## config.mk

```make
export PLATFORM = sky130hd
export DESIGN_NAME = smlc_monitor
export DESIGN_NICKNAME = d
export VERILOG_FILES = /design/src/smlc_pkg.sv /design/src/smlc_monitor.sv
export SDC_FILE = /design/constraint.sdc
export NUM_CORES = 1
export LEC_CHECK = 0
export BUFFER_PORTS_ARGS = -buffer_cell sky130_fd_sc_hd__buf_2
export CORE_MARGIN = 5
export CORE_UTILIZATION = 30
export DETAILED_ROUTE_END_ITERATION = 7
export SLEW_MARGIN = 20
export SYNTH_ARGS = -nofsm -noshare
export SYNTH_HDL_FRONTEND = slang
export SYNTH_SLANG_ARGS = --single-unit
export TNS_END_PERCENT = 5
```

## constraint.sdc

```tcl
create_clock -name i_ref_clk -period 3.69 [get_ports i_ref_clk]
set_input_delay 1.107 -clock i_ref_clk [delete_from_list [all_inputs] [get_ports i_ref_clk]]
set_output_delay 1.107 -clock i_ref_clk [all_outputs]
set_load 0.01 [all_outputs]
```

## src/smlc_pkg.sv

```systemverilog
package smlc_pkg;
    // Register byte offsets on the plain register port
    localparam logic [7:0]  OFS_DET        = 8'h00;
    localparam logic [7:0]  OFS_CTRL       = 8'h04;
    localparam logic [7:0]  OFS_VIOL       = 8'h08;
    localparam logic [7:0]  OFS_LC         = 8'h0C;
    localparam logic [7:0]  OFS_KEY        = 8'h10;
    localparam logic [7:0]  OFS_TRACE      = 8'h14;
    localparam logic [7:0]  OFS_PART       = 8'h40;
    localparam logic [7:0]  PART_STRIDE    = 8'h10;
    localparam logic [7:0]  PART_OFS_BASE  = 8'h00;
    localparam logic [7:0]  PART_OFS_LIMIT = 8'h04;
    localparam logic [7:0]  PART_OFS_ATTR  = 8'h08;
    // Field positions
    localparam int unsigned CTRL_REACT_RST = 0;
    localparam int unsigned CTRL_BOOT      = 1;
    localparam int unsigned VIOL_TRAP      = 0;
    localparam int unsigned VIOL_INVAL     = 1;
    localparam int unsigned VIOL_REFUSE    = 2;
    localparam int unsigned LC_NORMAL      = 0;
    localparam int unsigned LC_OPEN        = 1;
    localparam int unsigned LC_READY       = 2;
    localparam int unsigned ATTR_UR        = 0;
    localparam int unsigned ATTR_UW        = 1;
    localparam int unsigned DET_SUMMARY    = 31;
    // Values after reset
    localparam logic [1:0]  CTRL_RST       = 2'h1;
    localparam logic [31:0] BASE_RST       = 32'h0000_0000;
    localparam logic [31:0] LIMIT_RST      = 32'h0000_0000;
    localparam logic [1:0]  ATTR_RST       = 2'h0;
    localparam logic [31:0] TRACE_RST      = 32'h0000_0000;
    // Reset stretch after a detector event
    localparam int unsigned CLK_PERIOD_NS  = 10;
    localparam int unsigned RST_HOLD_NS    = 100;
    localparam int unsigned RST_HOLD_CYC   = (RST_HOLD_NS + CLK_PERIOD_NS - 1) / CLK_PERIOD_NS;
    localparam int unsigned HOLD_W         = 8;

    typedef enum logic [1:0] {LC_LOAD, LC_TEST_LOCKED, LC_TEST_OPEN, LC_NORMAL_MODE} smlc_lc_e;

    typedef struct packed {
        logic [31:0] base;
        logic [31:0] limit;
        logic [1:0]  attr;
    } smlc_part_s;

    typedef struct packed {
        logic        valid;
        logic [31:0] addr;
        logic        write;
        logic        user;
    } smlc_acc_s;
endpackage

```

## src/smlc_monitor.sv

```systemverilog
// The implementer's own choices: the strobed register port and the register offsets.
`timescale 1ns/100ps
`default_nettype none
module smlc_monitor
    import smlc_pkg::*;
#(
    parameter int unsigned DET_N    = 8,
    parameter int unsigned PART_N   = 4,
    parameter logic [31:0] MEM_TOP  = 32'h0010_0000,
    parameter logic [31:0] TEST_KEY = 32'h5A5A_A5A5
)
(
    input  wire logic             i_ref_clk,
    input  wire logic             i_rst,
    input  wire logic [7:0]       i_addr,
    input  wire logic [31:0]      i_wdata,
    input  wire logic             i_wr,
    input  wire logic             i_rd,
    input  wire logic             i_priv,
    output var  logic [31:0]      o_rdata,
    input  wire logic [DET_N-1:0] i_det,
    input  wire smlc_acc_s        i_acc,
    input  wire logic             i_nvm_normal,
    input  wire logic             i_tcmd_valid,
    input  wire logic             i_tcmd_func,
    output var  logic             o_sys_reset,
    output var  logic             o_det_alarm,
    output var  logic             o_acc_trap,
    output var  logic             o_acc_inval,
    output var  logic             o_tcmd_accept,
    output var  logic             o_tcmd_reject,
    output var  logic             o_boot_flash,
    output var  logic             o_lc_normal,
    output var  logic             o_nvm_set_normal
);

    // State
    logic [DET_N-1:0] det_flag;
    logic [DET_N-1:0] next_det_flag;
    logic             evt_flag;
    logic             next_evt_flag;
    logic [HOLD_W-1:0] hold_cnt;
    logic [HOLD_W-1:0] next_hold_cnt;
    logic [1:0]       ctrl;
    logic [1:0]       next_ctrl;
    logic [2:0]       viol;
    logic [2:0]       next_viol;
    smlc_lc_e         lc;
    smlc_lc_e         next_lc;
    logic [31:0]      trace;
    logic [31:0]      next_trace;
    logic [31:0]      next_rdata;
    logic             next_sys_reset;
    logic             next_acc_trap;
    logic             next_acc_inval;
    logic             next_tcmd_accept;
    logic             next_tcmd_reject;
    logic             next_nvm_set_normal;
    smlc_part_s       part      [PART_N];
    logic [PART_N-1:0] part_ok;
    logic [31:0]      part_rd   [PART_N];
    logic [PART_N-1:0] part_sel;

    // Common qualifiers
    logic wr_priv;
    logic any_det;
    logic lc_ready;
    assign wr_priv  = i_wr && i_priv;
    assign any_det  = |i_det;
    assign lc_ready = (lc != LC_LOAD);

    // Detector capture; flags always capture inputs, the summary event flag only while the reset reaction is off
    always_comb
    begin
        next_det_flag = det_flag;
        next_evt_flag = evt_flag;
        if (wr_priv && i_addr == OFS_DET)
        begin
            next_det_flag = det_flag & ~i_wdata[DET_N-1:0];
            if (i_wdata[DET_SUMMARY])
            begin
                next_evt_flag = 1'b0;
            end
        end
        next_det_flag = next_det_flag | i_det;
        if (any_det && !ctrl[CTRL_REACT_RST])
        begin
            next_evt_flag = 1'b1;
        end
    end

    always_ff @(posedge i_ref_clk)
    begin
        if (i_rst)
        begin
            det_flag <= '0;
            evt_flag <= 1'b0;
        end
        else
        begin
            det_flag <= next_det_flag;
            evt_flag <= next_evt_flag;
        end
    end

    // Reset reaction: reload while a detector stays active so the
    // device is held in reset for the whole failure plus a stretch
    always_comb
    begin
        next_hold_cnt = hold_cnt;
        if (any_det && ctrl[CTRL_REACT_RST])
        begin
            next_hold_cnt = HOLD_W'(RST_HOLD_CYC);
        end
        else if (hold_cnt != '0)
        begin
            next_hold_cnt = hold_cnt - HOLD_W'(1);
        end
        next_sys_reset = (next_hold_cnt != '0);
    end

    always_ff @(posedge i_ref_clk)
    begin
        if (i_rst)
        begin
            hold_cnt    <= '0;
            o_sys_reset <= 1'b0;
            o_det_alarm <= 1'b0;
        end
        else
        begin
            hold_cnt    <= next_hold_cnt;
            o_sys_reset <= next_sys_reset;
            o_det_alarm <= next_evt_flag;
        end
    end

    // Control register: reaction choice and boot source
    always_comb
    begin
        next_ctrl = ctrl;
        if (wr_priv && i_addr == OFS_CTRL)
        begin
            next_ctrl = i_wdata[1:0];
        end
    end

    always_ff @(posedge i_ref_clk)
    begin
        if (i_rst)
        begin
            ctrl         <= CTRL_RST;
            o_boot_flash <= CTRL_RST[CTRL_BOOT];
        end
        else
        begin
            ctrl         <= next_ctrl;
            o_boot_flash <= next_ctrl[CTRL_BOOT];
        end
    end

    // Partition registers and per-entry access match
    genvar gi;
    generate
        for (gi = 0; gi < PART_N; gi++)
        begin : g_part
            smlc_part_s next_part;
            logic [7:0] ofs;
            assign ofs = OFS_PART + 8'(gi) * PART_STRIDE;

            always_comb
            begin
                next_part = part[gi];
                if (wr_priv && i_addr == ofs + PART_OFS_BASE)
                begin
                    next_part.base = i_wdata;
                end
                if (wr_priv && i_addr == ofs + PART_OFS_LIMIT)
                begin
                    next_part.limit = i_wdata;
                end
                if (wr_priv && i_addr == ofs + PART_OFS_ATTR)
                begin
                    next_part.attr = i_wdata[1:0];
                end
            end

            always_ff @(posedge i_ref_clk)
            begin
                if (i_rst)
                begin
                    part[gi] <= '{base: BASE_RST, limit: LIMIT_RST, attr: ATTR_RST};
                end
                else
                begin
                    part[gi] <= next_part;
                end
            end

            // User access must fall in a partition whose attribute allows it
            assign part_ok[gi] = (i_acc.addr >= part[gi].base) && (i_acc.addr <= part[gi].limit)
                                 && (i_acc.write ? part[gi].attr[ATTR_UW] : part[gi].attr[ATTR_UR]);
            assign part_sel[gi] = (i_addr == ofs + PART_OFS_BASE) || (i_addr == ofs + PART_OFS_LIMIT)
                                  || (i_addr == ofs + PART_OFS_ATTR);
            assign part_rd[gi]  = (i_addr == ofs + PART_OFS_BASE)  ? part[gi].base :
                                  (i_addr == ofs + PART_OFS_LIMIT) ? part[gi].limit :
                                  (i_addr == ofs + PART_OFS_ATTR)  ? {30'h0, part[gi].attr} : 32'h0;
        end
    endgenerate

    // Access checker; until the lifecycle is known every access is trapped
    logic acc_inval;
    logic acc_prohib;
    always_comb
    begin
        acc_inval  = i_acc.addr >= MEM_TOP;
        acc_prohib = !lc_ready || acc_inval || (i_acc.user && !(|part_ok));
        next_acc_trap  = i_acc.valid && acc_prohib;
        next_acc_inval = i_acc.valid && acc_inval;
    end

    // Violation flags; hardware set wins over a software clear
    logic key_wr;
    logic key_bad;
    logic trace_wr;
    logic trace_bad;
    assign key_wr    = i_wr && i_addr == OFS_KEY;
    assign key_bad   = key_wr && !(lc == LC_TEST_LOCKED && i_wdata == TEST_KEY);
    assign trace_wr  = i_wr && i_addr == OFS_TRACE;
    assign trace_bad = trace_wr && (lc != LC_TEST_OPEN);

    always_comb
    begin
        next_viol = viol;
        if (wr_priv && i_addr == OFS_VIOL)
        begin
            next_viol = viol & ~i_wdata[2:0];
        end
        if (next_acc_trap)
        begin
            next_viol[VIOL_TRAP] = 1'b1;
        end
        if (next_acc_inval)
        begin
            next_viol[VIOL_INVAL] = 1'b1;
        end
        if (key_bad || trace_bad)
        begin
            next_viol[VIOL_REFUSE] = 1'b1;
        end
    end

    always_ff @(posedge i_ref_clk)
    begin
        if (i_rst)
        begin
            viol        <= '0;
            o_acc_trap  <= 1'b0;
            o_acc_inval <= 1'b0;
        end
        else
        begin
            viol        <= next_viol;
            o_acc_trap  <= next_acc_trap;
            o_acc_inval <= next_acc_inval;
        end
    end

    // Lifecycle: loaded from storage, password opens test, normal is final
    always_comb
    begin
        next_lc             = lc;
        next_nvm_set_normal = 1'b0;
        case (lc)
            LC_LOAD:
            begin
                next_lc = i_nvm_normal ? LC_NORMAL_MODE : LC_TEST_LOCKED;
            end
            LC_TEST_LOCKED:
            begin
                if (key_wr && !key_bad)
                begin
                    next_lc = LC_TEST_OPEN;
                end
                if (wr_priv && i_addr == OFS_LC && i_wdata[LC_NORMAL])
                begin
                    next_lc             = LC_NORMAL_MODE;
                    next_nvm_set_normal = 1'b1;
                end
            end
            LC_TEST_OPEN:
            begin
                if (wr_priv && i_addr == OFS_LC && i_wdata[LC_NORMAL])
                begin
                    next_lc             = LC_NORMAL_MODE;
                    next_nvm_set_normal = 1'b1;
                end
            end
            LC_NORMAL_MODE:
            begin
                next_lc = LC_NORMAL_MODE;
            end
            default:
            begin
                next_lc = LC_LOAD;
            end
        endcase
    end

    // Test commands only in an opened test mode
    always_comb
    begin
        next_tcmd_accept = i_tcmd_valid && (lc == LC_TEST_OPEN);
        next_tcmd_reject = i_tcmd_valid && (lc != LC_TEST_OPEN);
    end

    // Trace data writable only while test is open
    always_comb
    begin
        next_trace = trace;
        if (trace_wr && !trace_bad)
        begin
            next_trace = i_wdata;
        end
    end

    always_ff @(posedge i_ref_clk)
    begin
        if (i_rst)
        begin
            lc               <= LC_LOAD;
            trace            <= TRACE_RST;
            o_lc_normal      <= 1'b0;
            o_nvm_set_normal <= 1'b0;
            o_tcmd_accept    <= 1'b0;
            o_tcmd_reject    <= 1'b0;
        end
        else
        begin
            lc               <= next_lc;
            trace            <= next_trace;
            o_lc_normal      <= (next_lc == LC_NORMAL_MODE);
            o_nvm_set_normal <= next_nvm_set_normal;
            o_tcmd_accept    <= next_tcmd_accept;
            o_tcmd_reject    <= next_tcmd_reject;
        end
    end

    // Read mux; control and partition registers read as zero without privilege
    always_comb
    begin
        next_rdata = 32'h0;
        if (i_rd)
        begin
            case (i_addr)
                OFS_DET:
                begin
                    next_rdata[DET_N-1:0]  = det_flag;
                    next_rdata[DET_SUMMARY] = evt_flag;
                end
                OFS_VIOL:
                begin
                    next_rdata[2:0] = viol;
                end
                OFS_CTRL:
                begin
                    next_rdata[1:0] = i_priv ? ctrl : 2'h0;
                end
                OFS_LC:
                begin
                    next_rdata[LC_NORMAL] = (lc == LC_NORMAL_MODE);
                    next_rdata[LC_OPEN]   = (lc == LC_TEST_OPEN);
                    next_rdata[LC_READY]  = lc_ready;
                end
                OFS_TRACE:
                begin
                    next_rdata = trace;
                end
                default:
                begin
                    for (int k = 0; k < PART_N; k++)
                    begin
                        if (part_sel[k] && i_priv)
                        begin
                            next_rdata = part_rd[k];
                        end
                    end
                end
            endcase
        end
    end

    always_ff @(posedge i_ref_clk)
    begin
        if (i_rst)
        begin
            o_rdata <= 32'h0;
        end
        else
        begin
            o_rdata <= next_rdata;
        end
    end

endmodule
`default_nettype wire

```

==> impl_metrics.tcl <==
set metrics [dict create \
    status "completed" \
    drtIter0Drc 2208 \
    synth_xor_xnor_area_share_pct 0.3319 \
    leakage_nw 8.723 \
    synthSimpleGateAreaFrac_pct 19.97 \
    grt_overflow_total 0 \
    reg2reg_from "part[0][36]" \
    timing.hold.ws_ps 454.7 \
    end_kind "flip-flop" \
    yosys.area.top_type_share_pct 34.04 \
    power_mw 9.142 \
    grt_pass1_wl_um 125000 \
    via_per_inst 5.269 \
    startpoint_type "input port" \
    synthesis.nets 3189 \
    syn_to_final_growth_pct 19.76 \
    async_reset_ff_share_pct 0 \
    hold_depth 2 \
    critPathLaunch "i_acc[4]" \
    fin_crit_sh_pct 92.77 \
    fmax_mhz 292.1 \
    hp-class "reg -> reg" \
    drive_gt1_share_pct 13.17 \
    reg2regPathDepth 10 \
    synthDistinctLibCells 69 \
    cts_tree "done" \
    postCtsSetupRepairBufs 0 \
    r2r_end "o_acc_trap" \
    fin_area_um2 25280 \
    layout.nets 3366 \
    power.density_nw_per_um2 361.6 \
    path_class "in -> reg" \
    root_buffer "clkbuf_16" \
    dpl_cell_area_um2 23930 \
    fin_util_pct 36.17 \
    yosys.area.top_type "dfxtp_1" \
    synth_common_cells "nand2_1 (709), a21oi_1 (424), dfxtp_1 (359), ha_1 (262), inv_1 (259)" \
    dp_hpwl_um 60630 \
    die_w_um 275.3 \
    dp.cells 3910 \
    start_util_pct 30.20 \
    final_cell_count_no_fill 3985 \
    place.gp.congestion 0.9405 \
    synthAdderAreaFrac_pct 15.53 \
    core_um2 69910 \
    preCtsSetupSlack_ps -237.6 \
    cts_sinks 359 \
    min_period_ps 3423 \
    drt_wl_total_um 84340 \
    cts_hold_buf 0 \
    whs_endpoint "trace[13]" \
    comb_power_share_pct 10.7 \
    synth_area_um2 21110 \
    dr_total_vias 21000 \
    grt_max_degree 146 \
    drc 0 \
    maxSlewViolCount 0 \
    cts_resized 0 \
    ant_nets 0 \
    tns_ps 0 \
    synth.most_common_cell "nand2_1" \
    switching_share_pct 26.17 \
    cp.required_ps 4180 \
    die_area_um2 75780 \
    ios 132 \
    cap_violations 0 \
    first_pass_iters 8 \
    ir_drop_uv 335.0 \
    synth_top_family_by_area "compound AO/OA/AOI/OAI gates" \
    rsz0062_at_grt "false" \
    ys.flop_type "dfxtp_1" \
    ys_warn_count 0 \
    postSynthCellCount 2836 \
    yosys-mux-area-fraction_pct 0.4801 \
    wl_per_cell_um 21.16 \
    clock_path_buffers 3 \
    synth_area_leaders "dfxtp_1 (34%), ha_1 (16%), nand2_1 (13%)" \
    htree_levels 2 \
    clk-insertion-delay-late_ps 590 \
    p_switching_mw 2.392 \
    path_clk_slew_ps 60 \
    crit_arrival_ps 3910 \
    synth-edff-count 0 \
    gr-usage-all-layers_pct 21.58 \
    ys_seq_area_share_pct 34.04 \
    hp-start "trace[13]" \
    die_h_um 275.3 \
    tightest_slew_ps 744.0 \
    skew_ps 25.49 \
    num_rows 97 \
    antenna_found_initial 2 \
    setup_slack_ps 266.8 \
    cts_inserted_buffers 41 \
    ys_ff_latch 359 \
    grt_pass1_vias 19880 \
    r2r_slack_ps 520 \
    path_max_fanout 2 \
    pwr-share-clk_pct 46.4 \
    p_int_mw 6.749 \
    port_buffers 130 \
    setup_violations 0 \
    avgSynthCellArea_um2 7.444 \
    relSlewSlack_pct 50.40 \
    hold_viol_final 0 \
    p_seq_share_pct 43.0 \
    synth_compound_area_share_pct 21.77 \
]
-- worst max-delay path, stage by stage --
cell and delay (ps):
buf_2 130, ha_1 320, a211o_1 290, a31oi_1 140
o221ai_1 260, a221o_1 480, o2111ai_2 210, a211oi_1 100
or4b_1 630, o22ai_1 230
-- worst max-delay path by stage --
stage                       endpoint  slack [ps]  depth (start not counted)
after global placement    o_acc_trap        -230                         10
after global routing      o_acc_trap         240                         10
after CTS                 o_acc_trap         330                         10
final                     o_acc_trap         270                         10
after detailed placement  o_acc_trap        -240                         10
after floorplan              viol[0]         400                         10
-- final cells by class --
cell class	count	area, um2
flip-flops and latches	359	7187
well taps	940	1176
fillers	7436	44620
clock inverters	11	140.1
clock buffers	63	1211
repair buffers	312	2252
multi-input cells	2040	12340
diodes	1	2.502
inverters	259	972.2
-- power groups by stage --
stage               clock network [mW]  registers (mW)  logic [mW]
detailed placement                   0            4.01       0.959
floorplan                            0            4.01       0.507
finish                            4.24            3.93       0.976
global route                      4.45            3.93        1.07
CTS                               4.30            3.93       0.965
global placement                     0            4.01       0.952
-- state kept, by name, summed over array words and instances, names as in the netlist --
name              cells
part                264
o_rdata              32
trace                32
det_flag              8
hold_cnt              8
viol                  3
ctrl                  2
lc                    2
o_acc_inval           1
o_acc_trap            1
o_det_alarm           1
o_lc_normal           1
o_nvm_set_normal      1
o_sys_reset           1
o_tcmd_accept         1
o_tcmd_reject         1
-- placed cells by master (no fill, tap or decap), types with 11 or more instances in the layout --
cell       instances
buf_4            164
nor3_1            14
o221ai_1          11
nor2b_1           16
nand2_1          709
a22oi_1          113
inv_1            259
a221oi_1          11
clkbuf_16         43
nor2_1            84
dfxtp_1          359
a211oi_1          15
nand3_1           40
nand4_1           46
a21o_1            28
o22ai_1           42
a221o_1           12
a21oi_1          424
clkbuf_1          14
o21ai_0           62
ha_1             262
buf_12            18
nor4_1            18
buf_2            129
-- metal layers --
metal	GRT usage [%]	share of wire (%)	up-vias
li1	-	-	10110
met1	29.87	44	9784
met2	33.48	43	933
met3	4.094	8.6	164
met4	7.951	3.9	2
met5	0	0.015	-
-- cells by family (layout without fill, tap and decap cells) --
family	Yosys count	count (layout)
simple gates	993	993
compound gates	767	767
buf+inv	437	645
flops	359	359
fa+ha+maj	262	262
mux	10	10
xor+xnor	8	8
other cells	0	1
Note: power is estimated with default switching activity, not from simulation.
